`src/verilog/uart_frame_defines.svh`:
```
/*
  Constants for the serial port: register addresses, field positions,
  reset image and frame lengths.
  Assumes it is included by bare name from the design and the bench.
*/
`ifndef UART_FRAME_DEFINES_SVH
`define UART_FRAME_DEFINES_SVH

// Register addresses on the special-register port
`define SERIAL_PORT_CONTROL_ADDR 8'h98
`define SERIAL_DATA_BUFFER_ADDR 8'h99

// Reset image of serial_port_control (bit 6 reads as one)
`define SERIAL_PORT_CONTROL_RESET 8'h40
`define SERIAL_DATA_BUFFER_RESET 8'h00

// Field positions inside serial_port_control
`define FLD_FRAME_MODE 7
`define FLD_UNUSED 6
`define FLD_MULTIPROC 5
`define FLD_RX_ENABLE 4
`define FLD_TX_NINTH 3
`define FLD_RX_NINTH 2
`define FLD_TX_DONE 1
`define FLD_RX_DONE 0

// Frame shape: last data bit index, mode codes, line idle level
`define DATA_LAST_BIT 3'h7
`define MODE_8BIT 1'h0
`define MODE_9BIT 1'h1
`define LINE_IDLE 1'h1
`define RX_TIMER_TOP 8'hFF

`endif

```
`src/verilog/uart_frame_pkg.sv`:
```
/*
  Types for the serial port: state machine codes and the state record.
  Does not include the defines header and uses none of its names.
*/
package uart_frame_pkg;

  // Transmit sequencer, one-hot
  typedef enum logic [5:0] {
    TX_IDLE  = 6'h01,
    TX_WAIT  = 6'h02,
    TX_START = 6'h04,
    TX_DATA  = 6'h08,
    TX_NINTH = 6'h10,
    TX_STOP  = 6'h20
  } tx_e;

  // Receive sequencer, one-hot
  typedef enum logic [4:0] {
    RX_IDLE  = 5'h01,
    RX_START = 5'h02,
    RX_DATA  = 5'h04,
    RX_NINTH = 5'h08,
    RX_STOP  = 5'h10
  } rx_e;

  // Every flip-flop of the port
  typedef struct packed {
    logic mode_reg;
    logic mce_reg;
    logic ren_reg;
    logic tb8_reg;
    logic rb8_reg;
    logic ti_reg;
    logic ri_reg;
    logic [7:0] rbuf_reg;
    tx_e tx_state_reg;
    logic [7:0] tx_shift_reg;
    logic [2:0] tx_cnt_reg;
    logic tx_half_reg;
    logic tx_line_reg;
    rx_e rx_state_reg;
    logic [7:0] rx_shift_reg;
    logic [2:0] rx_cnt_reg;
    logic rx_ninth_reg;
    logic [7:0] rx_tmr_reg;
    logic rx_half_reg;
    logic rx_prev_reg;
    logic [7:0] rd_data_reg;
    logic irq_reg;
  } state_s;

endpackage

```
`src/verilog/uart_frame.sv`:
```
/*
  Full-duplex asynchronous serial port with 8-bit and 9-bit frames and
  ninth-bit address filtering, reached through two special registers.
  Assumes a CPU register port synchronous to CLOCK, a reload timer outside
  that supplies count ticks, its reload value and the transmit overflow
  pulse, and a serial input already synchronous to CLOCK.
*/
`timescale 1ns/1ns

module uart_frame (
  input wire logic CLOCK, // System clock, 20 MHz
  input wire logic RST, // Asynchronous reset, active high
  input wire logic [7:0] ADDR, // Special-register address
  input wire logic WR_EN, // Register write strobe
  input wire logic [7:0] WR_DATA, // Register write data
  input wire logic RD_EN, // Register read strobe
  output logic [7:0] RD_DATA, // Read data, one cycle after RD_EN
  input wire logic INT_ENABLE, // Port interrupt enable from the CPU
  output logic IRQ, // Port interrupt request
  input wire logic T1_TICK, // Reload timer count pulse
  input wire logic [7:0] T1_RELOAD, // Reload timer reload value
  input wire logic TX_OVF, // Transmit timer overflow pulse
  input wire logic SERIAL_IN_PIN, // Receive line
  output logic SERIAL_OUT_PIN // Transmit line
);

  `include "uart_frame_defines.svh"

  uart_frame_pkg::state_s st; // Present state
  uart_frame_pkg::state_s st_next; // Next state

  // Control register image as software sees it
  function automatic logic [7:0] control_image(
    input uart_frame_pkg::state_s s
  );
    control_image = {s.mode_reg, 1'h1, s.mce_reg, s.ren_reg,
                     s.tb8_reg, s.rb8_reg, s.ti_reg, s.ri_reg};
  endfunction

  logic wr_ctl; // Write to the control register
  logic wr_buf; // Write to the data buffer
  logic tx_tick; // One transmit bit time elapsed
  logic rx_ovf; // Receive timer copy overflow
  logic rx_tick; // Receive sample point, mid bit
  logic start_edge; // Falling edge on an idle enabled line
  logic stop_sample; // Stop bit being sampled now
  logic ninth_val; // Bit stored as received ninth bit
  logic accept; // Frame passes the load conditions

  // Decode of strobes and bit timing
  always_comb begin
    wr_ctl = WR_EN && (ADDR == `SERIAL_PORT_CONTROL_ADDR);
    wr_buf = WR_EN && (ADDR == `SERIAL_DATA_BUFFER_ADDR);
    tx_tick = TX_OVF && st.tx_half_reg;
    rx_ovf = T1_TICK && (st.rx_tmr_reg == `RX_TIMER_TOP);
    rx_tick = rx_ovf && !st.rx_half_reg;
    start_edge = st.ren_reg && (st.rx_state_reg == uart_frame_pkg::RX_IDLE)
                 && st.rx_prev_reg && !SERIAL_IN_PIN;
    stop_sample = rx_tick && (st.rx_state_reg == uart_frame_pkg::RX_STOP);
    // Stop bit in 8-bit mode, ninth data bit in 9-bit mode
    ninth_val = (st.mode_reg == `MODE_9BIT) ? st.rx_ninth_reg
                                            : SERIAL_IN_PIN;
    // A full buffer refuses the frame, which keeps the first byte
    accept = !st.ri_reg && (!st.mce_reg || ninth_val);
  end

  // Next-state logic for the whole port
  always_comb begin
    st_next = st;
    st_next.rx_prev_reg = SERIAL_IN_PIN;
    // Software writes land first so that hardware sets win below
    if (wr_ctl) begin
      st_next.mode_reg = WR_DATA[`FLD_FRAME_MODE];
      st_next.mce_reg = WR_DATA[`FLD_MULTIPROC];
      st_next.ren_reg = WR_DATA[`FLD_RX_ENABLE];
      st_next.tb8_reg = WR_DATA[`FLD_TX_NINTH];
      st_next.rb8_reg = WR_DATA[`FLD_RX_NINTH];
      st_next.ti_reg = WR_DATA[`FLD_TX_DONE];
      st_next.ri_reg = WR_DATA[`FLD_RX_DONE];
    end
    // Transmit timer divide by two
    if (TX_OVF) begin
      st_next.tx_half_reg = !st.tx_half_reg;
    end
    // Transmit sequencer; line changes only on whole bit times
    unique case (st.tx_state_reg)
      uart_frame_pkg::TX_IDLE: begin
        st_next.tx_line_reg = `LINE_IDLE;
        if (wr_buf) begin
          st_next.tx_shift_reg = WR_DATA;
          st_next.tx_state_reg = uart_frame_pkg::TX_WAIT;
        end
      end
      uart_frame_pkg::TX_WAIT: begin
        // Align the start bit to the shared bit clock
        if (tx_tick) begin
          st_next.tx_line_reg = 1'h0;
          st_next.tx_state_reg = uart_frame_pkg::TX_START;
        end
      end
      uart_frame_pkg::TX_START: begin
        if (tx_tick) begin
          st_next.tx_line_reg = st.tx_shift_reg[0];
          st_next.tx_shift_reg = {1'h0, st.tx_shift_reg[7:1]};
          st_next.tx_cnt_reg = 3'h0;
          st_next.tx_state_reg = uart_frame_pkg::TX_DATA;
        end
      end
      uart_frame_pkg::TX_DATA: begin
        if (tx_tick && st.tx_cnt_reg != `DATA_LAST_BIT) begin
          st_next.tx_line_reg = st.tx_shift_reg[0];
          st_next.tx_shift_reg = {1'h0, st.tx_shift_reg[7:1]};
          st_next.tx_cnt_reg = st.tx_cnt_reg + 3'h1;
        end else if (tx_tick && st.mode_reg == `MODE_9BIT) begin
          st_next.tx_line_reg = st.tb8_reg;
          st_next.tx_state_reg = uart_frame_pkg::TX_NINTH;
        end else if (tx_tick) begin
          st_next.tx_line_reg = `LINE_IDLE;
          st_next.ti_reg = 1'h1;
          st_next.tx_state_reg = uart_frame_pkg::TX_STOP;
        end
      end
      uart_frame_pkg::TX_NINTH: begin
        if (tx_tick) begin
          st_next.tx_line_reg = `LINE_IDLE;
          st_next.ti_reg = 1'h1;
          st_next.tx_state_reg = uart_frame_pkg::TX_STOP;
        end
      end
      uart_frame_pkg::TX_STOP: begin
        // Hold the stop bit one full bit time
        if (tx_tick) begin
          st_next.tx_state_reg = uart_frame_pkg::TX_IDLE;
        end
      end
    endcase
    // Receive timer copy: reloads on overflow or on a start edge
    if (start_edge) begin
      st_next.rx_tmr_reg = T1_RELOAD;
      st_next.rx_half_reg = 1'h0;
    end else if (rx_ovf) begin
      st_next.rx_tmr_reg = T1_RELOAD;
      st_next.rx_half_reg = !st.rx_half_reg;
    end else if (T1_TICK) begin
      st_next.rx_tmr_reg = st.rx_tmr_reg + 8'h01;
    end
    // Receive sequencer; samples fall at mid bit
    unique case (st.rx_state_reg)
      uart_frame_pkg::RX_IDLE: begin
        if (start_edge) begin
          st_next.rx_state_reg = uart_frame_pkg::RX_START;
        end
      end
      uart_frame_pkg::RX_START: begin
        // A start bit gone high by mid bit was a glitch
        if (rx_tick && !SERIAL_IN_PIN) begin
          st_next.rx_cnt_reg = 3'h0;
          st_next.rx_state_reg = uart_frame_pkg::RX_DATA;
        end else if (rx_tick) begin
          st_next.rx_state_reg = uart_frame_pkg::RX_IDLE;
        end
      end
      uart_frame_pkg::RX_DATA: begin
        if (rx_tick) begin
          st_next.rx_shift_reg = {SERIAL_IN_PIN, st.rx_shift_reg[7:1]};
          st_next.rx_cnt_reg = st.rx_cnt_reg + 3'h1;
          if (st.rx_cnt_reg == `DATA_LAST_BIT) begin
            st_next.rx_state_reg = (st.mode_reg == `MODE_9BIT) ?
              uart_frame_pkg::RX_NINTH : uart_frame_pkg::RX_STOP;
          end
        end
      end
      uart_frame_pkg::RX_NINTH: begin
        if (rx_tick) begin
          st_next.rx_ninth_reg = SERIAL_IN_PIN;
          st_next.rx_state_reg = uart_frame_pkg::RX_STOP;
        end
      end
      uart_frame_pkg::RX_STOP: begin
        if (rx_tick) begin
          st_next.rx_state_reg = uart_frame_pkg::RX_IDLE;
          if (accept) begin
            st_next.rbuf_reg = st.rx_shift_reg;
            st_next.rb8_reg = ninth_val;
            st_next.ri_reg = 1'h1;
          end
        end
      end
    endcase
    // Clearing the enable drops any frame in progress
    if (!st.ren_reg) begin
      st_next.rx_state_reg = uart_frame_pkg::RX_IDLE;
    end
    // Register read data, held between reads
    if (RD_EN) begin
      if (ADDR == `SERIAL_PORT_CONTROL_ADDR) begin
        st_next.rd_data_reg = control_image(st);
      end else if (ADDR == `SERIAL_DATA_BUFFER_ADDR) begin
        st_next.rd_data_reg = st.rbuf_reg;
      end else begin
        st_next.rd_data_reg = 8'h00;
      end
    end
    // Request follows the flags; no hardware clear of them exists
    st_next.irq_reg = INT_ENABLE && (st.ti_reg || st.ri_reg);
  end

  // State register
  always_ff @(posedge CLOCK or posedge RST) begin
    if (RST) begin
      st <= '{mode_reg: 1'h0, mce_reg: 1'h0, ren_reg: 1'h0, tb8_reg: 1'h0,
              rb8_reg: 1'h0, ti_reg: 1'h0, ri_reg: 1'h0,
              rbuf_reg: `SERIAL_DATA_BUFFER_RESET,
              tx_state_reg: uart_frame_pkg::TX_IDLE, tx_shift_reg: 8'h00,
              tx_cnt_reg: 3'h0, tx_half_reg: 1'h0, tx_line_reg: `LINE_IDLE,
              rx_state_reg: uart_frame_pkg::RX_IDLE, rx_shift_reg: 8'h00,
              rx_cnt_reg: 3'h0, rx_ninth_reg: 1'h0, rx_tmr_reg: 8'h00,
              rx_half_reg: 1'h0, rx_prev_reg: `LINE_IDLE,
              rd_data_reg: 8'h00, irq_reg: 1'h0};
    end else begin
      st <= st_next;
    end
  end

  assign RD_DATA = st.rd_data_reg;
  assign IRQ = st.irq_reg;
  assign SERIAL_OUT_PIN = st.tx_line_reg;
endmodule // uart_frame

```
`config.mk`:
```
export PLATFORM = sky130hd
export DESIGN_NAME = uart_frame
export DESIGN_NICKNAME = d
export VERILOG_FILES = /design/src/verilog/uart_frame_pkg.sv /design/src/verilog/uart_frame.sv
export VERILOG_INCLUDE_DIRS = /design/src /design/src/verilog
export SDC_FILE = /design/constraint.sdc
export NUM_CORES = 1
export LEC_CHECK = 0
export BUFFER_PORTS_ARGS = -buffer_cell sky130_fd_sc_hd__buf_2
export CORE_MARGIN = 2
export CORE_UTILIZATION = 49
export CTS_BUF_LIST = sky130_fd_sc_hd__clkbuf_16
export CTS_CLUSTER_DIAMETER = 60
export DETAILED_ROUTE_END_ITERATION = 12
export GPL_TIMING_DRIVEN = 0
export PLACE_DENSITY = 0.69
export SLEW_MARGIN = 30
export SYNTH_ARGS = -nofsm -noshare
export SYNTH_HDL_FRONTEND = slang
export SYNTH_SLANG_ARGS = --single-unit
```
`constraint.sdc`:
```
create_clock -name CLOCK -period 2.85 [get_ports CLOCK]
set_input_delay 0.4275 -clock CLOCK [delete_from_list [all_inputs] [get_ports CLOCK]]
set_output_delay 0.4275 -clock CLOCK [all_outputs]
set_load 0.01 [all_outputs]
```
* After elaboration in Yosys (flattened, before gate mapping)
Index checks and enable logic that the tools add are counted.
** Word-level totals
- Flip-flop bits (word level) :: 70
- Input port bits :: 32
** Cells by class
- Reductions and logical operators :: 35
- Muxes and demuxes :: 46
- Add/sub/neg operators :: 3
- Eq/ne operators :: 28
** Operators by type and width (count)
- 9-bit 2-to-1 mux :: 4
- 6-bit case mux with 6 select lines :: 1
- 5-bit 2-to-1 mux :: 7
- 8-bit 2-to-1 mux :: 4
- 6-bit 2-to-1 mux :: 5
- 5-bit case mux with 5 select lines :: 1
- 8-bit == test (second input constant) :: 3
- 8-bit case mux with 3 select lines :: 1
- 17-bit 2-to-1 mux :: 1
- 16-bit 2-to-1 mux :: 1
- 2-bit inequality test (second input constant) :: 8
- 3-bit inequality test (second input constant) :: 5
- 14-bit 2-to-1 mux :: 1
- 1-bit logical AND :: 13
- 1-bit 2-to-1 mux :: 13
- 3-bit case mux with 2 select lines :: 2
- 3-bit AND reduction :: 4
- 11-bit 2-to-1 mux :: 1
- 8-bit by 1-bit adder with 8-bit output (second input constant) :: 1
- 4-bit AND reduction :: 2
- 3-bit by 1-bit adder with 3-bit output (second input constant) :: 2
- 6-bit by 1-bit == test with 1-bit output (second input constant) :: 1
- 6-bit by 2-bit == test with 1-bit output (second input constant) :: 1
- 6-bit by 3-bit == test with 1-bit output (second input constant) :: 1
- 19 further kinds :: 29

* Longest topological paths before layout
- Depth in word-level cells :: 7
- Mapped depth :: 7
- Mapped depth without buffers :: 6

* Worst setup path after synthesis
No wires, ideal clock.
- Path kind :: register to register
- Start point :: register st[11] in the netlist's numbering
- End point :: register st[23] in the netlist's numbering
- Cell stages (with the launch flop) :: 7
- Setup time :: 125 ps
- Slack :: 885 ps
- Arrival time :: 1840 ps
- Clock period less this slack :: 1965 ps
- Data required time :: 2725 ps
- Cells stage by stage :: dfrtp_1 ha_1 and4_1 nand4b_1 nor2_1 buf_2 mux2_2
** On the way
- Word-level cells in the longest chain between the ends :: 4
** Ends and longest elaborated chain
- start: declaration :: line uart_frame.sv:29 : uart_frame_pkg::state_s st;
- start signal: assignment :: line uart_frame.sv:211 : st <= '{mode_reg: 1'h0, mce_reg: 1'h0, ren_reg: 1'h0, tb8_reg: 1'h0,
- start signal: assignment :: line uart_frame.sv:221 : st <= st_next;
- 8-bit == test (no source line)
- 1-bit logical AND :: line uart_frame.sv:55 : rx_ovf = T1_TICK && (st.rx_tmr_reg == `RX_TIMER_TOP);
- 1-bit logical AND :: line uart_frame.sv:56 : rx_tick = rx_ovf && !st.rx_half_reg;
- 2-bit AND reduction (no source line)
Every way passes these cells.
A chain may end at the register's enable or synchronous reset.

* Final worst setup path
Ends and elaborated chain as after synthesis.

==> metrics.txt <==
count of buffering cells on the critical path with inverters included 1; buffer count from post-CTS setup fixing 0; DP Cell Count 508; distinct cell type count after synthesis 63; met1 wire length 3.65 mm; number of sinks driven by the clock tree 70; total routing usage reported by global routing 20.3%; clock network latency to the later pin of the worst-skew pair 340 ps; number of placement rows 31; Root Driver sky130_fd_sc_hd__clkbuf_16; time the final worst path needs with I/O delays and setup 2350 ps; number of synthesis warnings 0; first-pass GRT wire length 13.3 mm; setup repair after global routing missed its margin false; slew at the pin closest to its max-slew limit 687 ps; total power density per cell area 730 mW/mm^2; top-area cell type share of the netlist area 44.9%; routed length per instance 14.9 um; Cell Chain, Critical Path ha_1, and4_1, nand4b_1, nor2_1, buf_2, mux2_2; power share of the combinational group 22.4%; worst min-delay path category input pin to async pin; TritonRoute pass-1 iters 4; post-synthesis async set-or-reset flop share 100%; # Max-Cap Violations 0; portion of total power attributed to sequential cells 38.6%; slew margin rel. 54.0%; Fill cells 623; die span in y 90.6 um; cts bufs inserted 9; beginning of the worst register-to-register path st[11]; maximum number of pins on one net before global-route repair 49; final standard cell utilization of the core 60.2%; Post-synth EDFFs 0; maximum cell stage delay along the critical path 410 ps; count of input and output buffers 40; number of gates resized after cts 0; static power due to leakage 2.09 nW; class of the most critical setup path register to register; per-instance average area after synthesis 9.99 sq um; arrival time reported for the critical path endpoint 2570 ps; clock share of power 39.0%; most common cell in the synthesized netlist sky130_fd_sc_hd__dfrtp_1; largest buffer count on any clock path 2; vias 2890; Boundary Pins 42; Primary FF master, synth sky130_fd_sc_hd__dfrtp_1; worst setup path start st[11]; CP Max Fanout 10; Sw Share 30.0%; area growth from synthesis to layout 18.8%; met3 wire length 318 um; share of the cycle needed by the critical path after routing 82.3%; slack of the worst reg-to-reg path 500 ps; cell type with the highest aggregate area in the netlist sky130_fd_sc_hd__dfrtp_1; Final Setup Violations 0; DIE WIDTH 90.6 um; starting density of the core 50.7%; DRC violation total after the first TritonRoute iteration 167; clock transition at the registers of the reported paths 70 ps; area of the core 0.00725 sq mm; number of failing hold endpoints at the final stage 0; RePlAce Congestion 0.821; number of antenna cells inserted 0; post-route antenna net violation count 0; cell area after layout 0.00437 sq mm; total power of the final layout 3.19 mW; required time at the endpoint of the critical path 3070 ps; skew final 6.51 ps; drc violations 0; Worst Setup Start Kind register; via/cell ratio 5.52; Post-layout nets 457; Fin Hold WS 59.2 ps; cell-internal power 2.23 mW; number of levels in the clock H-tree 3; number of standard cells in the final layout excluding fillers 524; Crit. End Element register; Yosys reg bits 70; dominant delay contributor by cell family on the critical path simple AND/OR/NAND/NOR gates; most numerous cell types in the synthesized netlist 66 x sky130_fd_sc_hd__dfrtp_1, 30 x sky130_fd_sc_hd__nand2_1, 28 x sky130_fd_sc_hd__a21oi_1, 28 x sky130_fd_sc_hd__o21ai_0, 23 x sky130_fd_sc_hd__nor2_1; biggest area contributors in the synthesized netlist sky130_fd_sc_hd__dfrtp_1 45%, sky130_fd_sc_hd__mux2_2 6.1%, sky130_fd_sc_hd__a21oi_1 3.8%, sky130_fd_sc_hd__o21ai_0 3.8%, sky130_fd_sc_hd__nand2_1 3.1%; worst voltage drop across the vdd grid 0.000318 V; total congestion overflow after global routing 0; sequential cell area fraction in the yosys report 47.8%; number of buffers inserted for hold repair after clock tree synthesis 0; slowest stage cell, crit path sky130_fd_sc_hd__nor2_1; Top Layer Used met4; Net Switching 0.956 mW; via count of the first global-routing pass 2821; DIE AREA 0.00821 sq mm; length of routed met2 wiring 3.71 mm; highest clock rate 426 MHz; synthesized area 0.00368 sq mm; number of nets in the synthesized netlist 405; routed wire length 7.80 mm; synthesized instance count 368; number of antenna violations at the first check in global routing 0; CTS tree built; DP Wirelength 5.36 mm; run status finished clean; Final Slew Violations 0; area of placed instances 0.00404 sq mm; share of final-layout standard cells stronger than drive strength 1 27.1%
==> cell type report <==
cell class / count / area (sq um) / share of cell area (%)
Sequential cell: 70 / 1760 / 40.2
Multi-Input combinational cell: 250 / 1690 / 38.6
Timing Repair Buffer: 41 / 228 / 5.21
Clock buffer: 9 / 225 / 5.15
Buffer: 28 / 168 / 3.84
Tap cell: 99 / 124 / 2.84
Clock inverter: 7 / 104 / 2.38
Inverter: 20 / 77.6 / 1.78
==> state kept, by name, summed over array words and instances, names as in the netlist <==
name,flops
st,60
RD_DATA,8
IRQ,1
SERIAL_OUT_PIN,1
==> final timing paths <==
path,end,cells past startpoint
min reg2reg,st[40],2
max reg2reg,st[23],6
max,st[23],6
min,st[37],2
min in group CLOCK,st[9],1
max in group asynchronous,st[62],3
==> power by group through the flow <==
stage	clock network (mW)	logic (mW)	registers, mW
3_3_place_gp	0	0.687	1.24
3_5_place_dp	0	0.707	1.24
4_1_cts	1.27	0.712	1.23
2_1_floorplan	0	0.547	1.22
6_report	1.24	0.715	1.23
5_1_grt	1.32	0.804	1.25
==> cell families after synthesis <==
group	after synthesis	share of synthesized area [%]
mux	25	7.49
fa+ha+maj	5	1.70
buf+inv	48	6.60
xor+xnor	5	1.19
simple gates	118	19.1
compound gates	97	16.2
flops	70	47.8
==> per-stage QoR <==
| stage | setup slack [ps] | TNS [ps] |
|---|---|---|
| final | 504 | 0 |
| after floorplan | 661 | 0 |
| after global placement | -276 | -17950 |
| after global routing | 269 | 0 |
| after detailed placement | 509 | 0 |
| after CTS | 499 | 0 |
==> cell usage in the layout, fill, tap and decap left out, types with 8 or more instances in the layout <==
cell and n:
sky130_fd_sc_hd__nor2_1 23, sky130_fd_sc_hd__clkbuf_16 9, sky130_fd_sc_hd__a22oi_1 11, sky130_fd_sc_hd__buf_4 8, sky130_fd_sc_hd__nand2_1 30, sky130_fd_sc_hd__mux2_2 20, sky130_fd_sc_hd__inv_1 19, sky130_fd_sc_hd__buf_2 47
sky130_fd_sc_hd__nor3_1 8, sky130_fd_sc_hd__a21oi_1 28, sky130_fd_sc_hd__o21ai_0 28, sky130_fd_sc_hd__o22ai_1 8, sky130_fd_sc_hd__dfrtp_1 66, sky130_fd_sc_hd__clkbuf_1 9, sky130_fd_sc_hd__nand3_1 12
==> layer usage <==
metal / vias to the layer above / GRT usage [%]
li1: 1413 / -
met1: 1397 / 27.3
met2: 68 / 32.3
met3: 12 / 3.92
met4: 0 / 8.08
met5: - / 0
Power figures use the tool's default switching activity.
